[config.mk]
export PLATFORM = sky130hd
export DESIGN_NAME = hbc_top
export DESIGN_NICKNAME = d
export VERILOG_FILES = /design/src/hw/hbc_pkg.sv /design/src/hw/hbc_top.sv /design/src/hw/hbc_cmp.sv
export SDC_FILE = /design/constraint.sdc
export NUM_CORES = 2
export LEC_CHECK = 0
export BUFFER_PORTS_ARGS = -buffer_cell sky130_fd_sc_hd__buf_2
export CORE_MARGIN = 2
export CORE_UTILIZATION = 40
export DETAILED_ROUTE_END_ITERATION = 8
export GPL_ROUTABILITY_DRIVEN = 0
export SLEW_MARGIN = 20
export SYNTH_ARGS = -nofsm -noshare
export SYNTH_HDL_FRONTEND = slang
export SYNTH_HIERARCHICAL = 1
export SYNTH_SLANG_ARGS = --single-unit
[constraint.sdc]
create_clock -name i_sys_clk -period 3.4 [get_ports i_sys_clk]
set_input_delay 0.17 -clock i_sys_clk [delete_from_list [all_inputs] [get_ports i_sys_clk]]
set_output_delay 0.17 -clock i_sys_clk [all_outputs]
set_load 0.005 [all_outputs]
[src/hw/hbc_pkg.sv]
package hbc_pkg;

    // ------------------------------------------------------------
    // Widths and counts
    // ------------------------------------------------------------
    localparam int HBC_AW = 32;
    localparam int HBC_SW = 16;
    localparam int HBC_NUM_DATA = 2;
    localparam int HBC_NUM_INSTR = 4;
    localparam int HBC_NUM_OTHER = 3;
    localparam int HBC_BREAK_LATENCY = 2;

    // ------------------------------------------------------------
    // Positions of the other-group comparators
    // ------------------------------------------------------------
    localparam int HBC_OTH_PROG = 0;
    localparam int HBC_OTH_IO = 1;
    localparam int HBC_OTH_EXT = 2;

    // ------------------------------------------------------------
    // Values after reset
    // ------------------------------------------------------------
    localparam logic [HBC_SW-1:0] HBC_SKIP_RST = 16'h0000;

    typedef enum logic [1:0] {
        HBC_MODE_OFF = 2'b00,
        HBC_MODE_WR = 2'b01,
        HBC_MODE_RD = 2'b10,
        HBC_MODE_ANY = 2'b11
    } hbc_mode_t;

    typedef struct packed {
        logic en;
        logic excl;
        hbc_mode_t mode;
        logic [HBC_AW-1:0] lo;
        logic [HBC_AW-1:0] hi;
    } hbc_bp_cfg_t;

    typedef struct packed {
        logic valid;
        logic rd;
        logic wr;
        logic [HBC_AW-1:0] addr;
    } hbc_acc_t;

    typedef struct packed {
        logic primary_data_addr_generator;
        logic secondary_data_addr_generator;
        logic data_memory_modifier;
        logic program_memory_modifier;
    } hbc_dsrc_t;

    typedef struct packed {
        logic skip_dec_en;
        logic skip_restore;
        logic data_and_all;
        logic instr_and_all;
        logic other_and_all;
        logic group_and_all;
        logic [HBC_SW-1:0] skip_n;
    } hbc_ctl_t;

endpackage

[src/hw/hbc_top.sv]
// Notes on behaviour
// RL1: Every comparator has its own enable; a disabled one never matches.
// RL2: A breakpoint matches addresses from start to end, both bounds included.
// RL3: With exclusive set, a breakpoint matches addresses outside its range.
// RL4: Data and other breakpoints match off, writes, reads or any access.
// RL5: Skip counter ignores that many events; halt once the count is zero.
// RL6: The skip counter decrements on events only while decrementing is on.
// RL7: Restore-on-break reloads the restart skip value after each break.
// RL8: Group matches combine by OR, or by AND when AND-all is set.
// RL9: Data breakpoints watch primary generator or data-memory modifier.
// RL10: Two data comparators are ORed into one data condition.
// RL11: Four instruction comparators watch executed addresses, ORed into one.
// RL12: Program-memory breakpoints watch secondary generator or its modifier.
// RL13: I/O breakpoints watch the I/O address bus, DMA and host included.
// RL14: External-port breakpoints watch accesses through the external port.
// RL15: Break output asserts two cycles after the break condition.
// RL16: Controller avoids instruction breaks where a jump would be illegal.
// RL17: A single address is trapped by programming start equal to end.
// RL18: Configuration is loaded by the controller and held until rewritten.
module hbc_top #(
    parameter int AW = hbc_pkg::HBC_AW,
    parameter int SW = hbc_pkg::HBC_SW
) (
    input wire logic i_sys_clk,
    input wire logic i_resetn,
    input wire logic i_cfg_wr,
    input wire hbc_pkg::hbc_bp_cfg_t i_data_cfg [hbc_pkg::HBC_NUM_DATA],
    input wire hbc_pkg::hbc_bp_cfg_t i_instr_cfg [hbc_pkg::HBC_NUM_INSTR],
    input wire hbc_pkg::hbc_bp_cfg_t i_other_cfg [hbc_pkg::HBC_NUM_OTHER],
    input wire hbc_pkg::hbc_ctl_t i_ctl,
    input wire logic i_restart,
    input wire hbc_pkg::hbc_acc_t i_dbus,
    input wire hbc_pkg::hbc_dsrc_t i_dbus_src,
    input wire hbc_pkg::hbc_acc_t i_instr,
    input wire hbc_pkg::hbc_acc_t i_iobus,
    input wire hbc_pkg::hbc_acc_t i_epbus,
    output logic o_hw_break,
    output logic o_event,
    output logic [2:0] o_group_hit,
    output logic [SW-1:0] o_skip_count
);
    localparam int ND = hbc_pkg::HBC_NUM_DATA;
    localparam int NI = hbc_pkg::HBC_NUM_INSTR;
    localparam int NO = hbc_pkg::HBC_NUM_OTHER;

    // ------------------------------------------------------------
    // Elaboration checks
    // ------------------------------------------------------------
    if (AW != hbc_pkg::HBC_AW) begin : g_aw_chk
        $error("AW must equal the package address width");
    end
    if (SW != hbc_pkg::HBC_SW) begin : g_sw_chk
        $error("SW must equal the package skip width");
    end
    // The break pipeline below is built with exactly two register stages
    if (hbc_pkg::HBC_BREAK_LATENCY != 2) begin : g_lat_chk
        $error("break latency must be two cycles");
    end

    // ------------------------------------------------------------
    // Configuration registers
    // ------------------------------------------------------------
    // Held so the core buses never see a half-written range
    hbc_pkg::hbc_bp_cfg_t data_cfg_q [ND];
    hbc_pkg::hbc_bp_cfg_t instr_cfg_q [NI];
    hbc_pkg::hbc_bp_cfg_t other_cfg_q [NO];
    hbc_pkg::hbc_ctl_t ctl_q;

    always_ff @(posedge i_sys_clk or negedge i_resetn) begin
        if (!i_resetn) begin
            for (int k = 0; k < ND; k++) begin
                data_cfg_q[k] <= '0;
            end
            for (int k = 0; k < NI; k++) begin
                instr_cfg_q[k] <= '0;
            end
            for (int k = 0; k < NO; k++) begin
                other_cfg_q[k] <= '0;
            end
            ctl_q <= '0;
        end else if (i_cfg_wr) begin // RL18
            data_cfg_q <= i_data_cfg;
            instr_cfg_q <= i_instr_cfg;
            other_cfg_q <= i_other_cfg;
            ctl_q <= i_ctl;
        end
    end

    // ------------------------------------------------------------
    // Comparators
    // ------------------------------------------------------------
    logic [ND-1:0] data_hit;
    logic [NI-1:0] instr_hit;
    logic [NO-1:0] other_hit;
    logic [ND-1:0] data_en;
    logic [NI-1:0] instr_en;
    logic [NO-1:0] other_en;
    logic data_src_ok;
    logic prog_src_ok;
    hbc_pkg::hbc_acc_t other_acc [NO];

    assign data_src_ok = i_dbus_src.primary_data_addr_generator
        || i_dbus_src.data_memory_modifier; // RL9
    assign prog_src_ok = i_dbus_src.secondary_data_addr_generator
        || i_dbus_src.program_memory_modifier; // RL12
    assign other_acc[hbc_pkg::HBC_OTH_PROG] = i_dbus; // RL12
    assign other_acc[hbc_pkg::HBC_OTH_IO] = i_iobus; // RL13
    assign other_acc[hbc_pkg::HBC_OTH_EXT] = i_epbus; // RL14

    for (genvar g = 0; g < ND; g++) begin : g_data
        assign data_en[g] = data_cfg_q[g].en
            && data_cfg_q[g].mode != hbc_pkg::HBC_MODE_OFF;
        hbc_cmp #(.USE_MODE(1'b1)) u_cmp (
            .i_cfg(data_cfg_q[g]),
            .i_acc(i_dbus),
            .i_src_ok(data_src_ok),
            .o_match(data_hit[g])
        );
    end
    for (genvar g = 0; g < NI; g++) begin : g_instr
        assign instr_en[g] = instr_cfg_q[g].en;
        hbc_cmp #(.USE_MODE(1'b0)) u_cmp (
            .i_cfg(instr_cfg_q[g]),
            .i_acc(i_instr),
            .i_src_ok(1'b1),
            .o_match(instr_hit[g])
        ); // RL11
    end
    for (genvar g = 0; g < NO; g++) begin : g_other
        assign other_en[g] = other_cfg_q[g].en
            && other_cfg_q[g].mode != hbc_pkg::HBC_MODE_OFF;
        hbc_cmp #(.USE_MODE(1'b1)) u_cmp (
            .i_cfg(other_cfg_q[g]),
            .i_acc(other_acc[g]),
            .i_src_ok(g == hbc_pkg::HBC_OTH_PROG ? prog_src_ok : 1'b1),
            .o_match(other_hit[g])
        );
    end

    // ------------------------------------------------------------
    // Group and composite conditions
    // ------------------------------------------------------------
    // AND is taken over enabled members only, so a disabled one never
    // holds a group open or closed
    logic data_grp;
    logic instr_grp;
    logic other_grp;
    logic [2:0] grp_hit;
    logic [2:0] grp_en;
    logic comp_hit;

    assign data_grp = ctl_q.data_and_all
        ? (|data_en) && ((data_hit | ~data_en) == '1)
        : |data_hit; // RL8 RL10
    assign instr_grp = ctl_q.instr_and_all
        ? (|instr_en) && ((instr_hit | ~instr_en) == '1)
        : |instr_hit; // RL8 RL11
    assign other_grp = ctl_q.other_and_all
        ? (|other_en) && ((other_hit | ~other_en) == '1)
        : |other_hit; // RL8
    assign grp_hit = {other_grp, instr_grp, data_grp};
    assign grp_en = {|other_en, |instr_en, |data_en};
    assign comp_hit = ctl_q.group_and_all
        ? (|grp_en) && ((grp_hit | ~grp_en) == 3'h7)
        : |grp_hit; // RL8

    // ------------------------------------------------------------
    // Skip counter and break pipeline
    // ------------------------------------------------------------
    logic ev_q;
    logic fire;
    logic [SW-1:0] cnt_q;
    logic [SW-1:0] cnt_d;
    logic [SW-1:0] restart_q;
    logic brk_q;
    logic [2:0] grp_q;
    logic cnt_zero;
    logic do_dec;

    assign cnt_zero = cnt_q == '0;
    // Without decrementing, every event breaks; skipping needs the count
    assign fire = ev_q && (!ctl_q.skip_dec_en || cnt_zero); // RL5 RL6
    assign do_dec = ev_q && ctl_q.skip_dec_en && !cnt_zero; // RL6
    assign cnt_d = i_cfg_wr ? i_ctl.skip_n
        : i_restart ? restart_q
        : (fire && ctl_q.skip_restore) ? restart_q // RL7
        : do_dec ? cnt_q - 1'b1 // RL5
        : cnt_q;

    always_ff @(posedge i_sys_clk or negedge i_resetn) begin
        if (!i_resetn) begin
            ev_q <= 1'b0;
            grp_q <= 3'h0;
            brk_q <= 1'b0;
            cnt_q <= hbc_pkg::HBC_SKIP_RST;
            restart_q <= hbc_pkg::HBC_SKIP_RST;
        end else begin
            ev_q <= comp_hit; // RL15
            grp_q <= grp_hit;
            brk_q <= fire; // RL15
            cnt_q <= cnt_d;
            if (i_cfg_wr) begin
                restart_q <= i_ctl.skip_n;
            end
        end
    end

    assign o_hw_break = brk_q;
    assign o_event = ev_q;
    assign o_group_hit = grp_q;
    assign o_skip_count = cnt_q;
endmodule // hbc_top

[src/hw/hbc_cmp.sv]
module hbc_cmp #(
    parameter bit USE_MODE = 1'b1
) (
    input wire hbc_pkg::hbc_bp_cfg_t i_cfg,
    input wire hbc_pkg::hbc_acc_t i_acc,
    input wire logic i_src_ok,
    output logic o_match
);
    logic in_range;
    logic dir_ok;
    logic armed;

    // Both bounds count as inside
    assign in_range = (i_acc.addr >= i_cfg.lo)
        && (i_acc.addr <= i_cfg.hi); // RL2
    // Instruction fetches carry no direction, so the mode is not consulted
    assign dir_ok = !USE_MODE
        || (i_cfg.mode == hbc_pkg::HBC_MODE_ANY && (i_acc.rd || i_acc.wr))
        || (i_cfg.mode == hbc_pkg::HBC_MODE_WR && i_acc.wr)
        || (i_cfg.mode == hbc_pkg::HBC_MODE_RD && i_acc.rd); // RL4
    assign armed = i_cfg.en && i_acc.valid && i_src_ok; // RL1
    assign o_match = armed && dir_ok && (in_range ^ i_cfg.excl); // RL3
endmodule // hbc_cmp

==> key figures <==
STA
  – Final Hold Fails: 0
  – Clk_skew: roughly 0.031 ns
  – Worst hold slack: 0.0984 ns
  – Final Cycle Share: 102%
  – F_max: 0.288 GHz
  – Worst-Margin Slew: 1.17 ns
  – Final Critical Period: ~3.5 ns
  – Final setup vio count: 1
  – Slew Limit Headroom: a little over a fifth
  – Final worst slack: -0.0719 ns
  – RSZ-0062 raised after global routing: true
  – Slew Limit Fails: 0

GRT
  – Vias in the first global route: 36,200
  – Grt ovf: 0
  – First-pass GRT wire length: 210,000 um
  – Initial antenna violation count: 47
  – Largest net degree at the start of global routing: 157
  – GRT Util Overall: between 20 and 30%

Route
  – Iter 0 DRT Violations: 1,672
  – Via count: ~34,000
  – Met2 WL: 65,100 um
  – Post-Route WL: 137,000 um
  – DR WL met3: 6790 um
  – Drt pass-1 iters: 7
  – Top Layer Used: met5
  – M1 WL: around 56,000 um
  – Vias per cell: 5.17
  – Drt wl/cell: 20.9 um
  – Post-DRT Antenna Nets: 0
  – DRC: 0

Clocking
  – TritonCTS clock tree: yes
  – Clk slew on worst S/H paths: 0.06 ns
  – Cts bufs inserted: 79
  – Longest Clk Path Bufs: 3
  – Root buf cell: clkbuf_16
  – Clock Latency Late Sink: around 0.65 ns
  – CTS sink cnt: 647
  – H-tree depth: 3

Finish
  – Area Overhead vs Synth: 40.0%
  – Fillcell total: approximately 8,300
  – Most frequent cells in the layout: 790 x buf_2, 647 x dfrtp_1, 647 x dlygate4sd3_1
  – Fin util: 56.5%
  – Commonest non-fill, non-tap cell in the layout: buf_2
  – Share of cells above drive strength 1: 33.3%
  – Final nets: 6,539

Place
  – Port Buffer Count: 792
  – Detailed placer's ending HPWL: 101,000 um
  – Post-Place Setup Slack: -0.558 ns

Floorplanning
  – Core Rows: approximately 120
  – Die area: 102,000 um2
  – Die height: 319 um
  – Die X: between 300 and 400 um
  – Core area: 98,400 um2
  – Starting Density: 40.3%
  – Io pins: around 800

Power and ir drop
  – Leak Pwr: 27.5 nW
  – VDD IR max: 0.386 mV
  – Pwr/cell area: 424 nW/um2

Min path
  – Worst Hold Class: in -> async

Run status
  – Violated checks: setup timing
  – Status: complete, but fails checks

Logic synthesis
  – Cells after Synth: 3,613
  – Syn Area/Cell: approximately 11 um2
  – Synthesis warning total: 6
  – Mapped Area: 39,700 um2

Worst setup path
  – Critical Path Source Type: flip-flop
  – Type of the worst setup path: reg -> reg
  – Worst-path fanout max: 3
  – Critical path arrival: 3.99 ns
  – CP endpoint kind: flip-flop
  – Worst Path Required: slightly below 4 ns

Flow run
  – Maxcap violations: 0
==> per-layer routing <==
| layer | vias up | GRT usage [%] |
|---|---|---|
| met1 | 16300 | 32.1 |
| met2 | 1189 | 44.7 |
| li1 | 16000 | - |
| met3 | 471 | 5.01 |
| met5 | - | 0 |
| met4 | 24 | 16.0 |
==> sequential cells by signal, indices dropped and copies added (netlist names) <==
signal / count
instr_cfg_q: 264
o_group_hit: 3
restart_q: 16
o_skip_count: 16
o_event: 1
data_cfg_q: 136
other_cfg_q: 204
o_hw_break: 1
ctl_q: 6
==> worst max-delay path, stage by stage, from the launching register on <==
cell and delay [ns]:
dfrtp_1 0.34, inv_1 0.05, ha_1 0.31, nand4_1 0.16, nor4_1 0.98, nand2b_1 0.16, o211ai_2 0.33, mux2i_1 0.15
or3_1 0.35, a21o_1 0.22, a211oi_2 0.21, a211oi_1 0.06
==> per-stage QoR <==
step	std cells	setup TNS, ns	cell area (um2)	power (mW)
2_1_floorplan	3622	0	39700	12.0
3_3_place_gp	5732	-1.20	46000	13.8
3_5_place_dp	5732	-0.983	46000	14.0
4_1_cts	6528	0	55400	23.7
5_1_grt	6564	-0.164	55600	24.8
6_report	6570	-0.0719	55600	23.6
==> cell type report <==
class / count / area [um2] / share of cell area [%]
timing repair buffer: 1555 / 11500 / 20.7
tap: 1287 / 1610 / 2.90
clock inverter: 32 / 405 / 0.729
clock buffer: 114 / 2330 / 4.20
sequential: 647 / 16200 / 29.1
inverter: 595 / 2230 / 4.02
antenna: 39 / 97.6 / 0.176
multi-input combinational: 2301 / 21200 / 38.2
==> where the power goes <==
group	internal [mW]	switching [mW]
Combinational	2.87	2.74
Sequential	8.49	0.510
Clock	5.40	3.57
Total	16.8	6.82
==> worst paths after layout <==
check | startpoint | to | slack [ns] | depth (start not counted)
worst max-delay path | other_cfg_q[167] | o_event | -0.07 | 11
worst min-delay path | i_resetn | other_cfg_q[179] | 0.1 | 2
worst min register to register | instr_cfg_q[34] | instr_cfg_q[34] | 0.50 | 1
max in group asynchronous | i_resetn | instr_cfg_q[19] | 2.26 | 4
worst max register to register | other_cfg_q[167] | o_event | -0.07 | 11
min in group i_sys_clk | i_cfg_wr | o_skip_count[8] | 0.14 | 3
==> timing repair <==
| action | in CTS | in global routing |
|---|---|---|
| hold endpoints to repair | 758 | 0 |
| pin swaps | 26 | 16 |
| setup endpoints to repair | 2 | 2 |
| resized for setup | 25 | 13 |
| setup buffers | 3 | 3 |
| gates cloned | 0 | 0 |
| hold buffers | 647 | 0 |
Power figures use the tool's default switching activity.
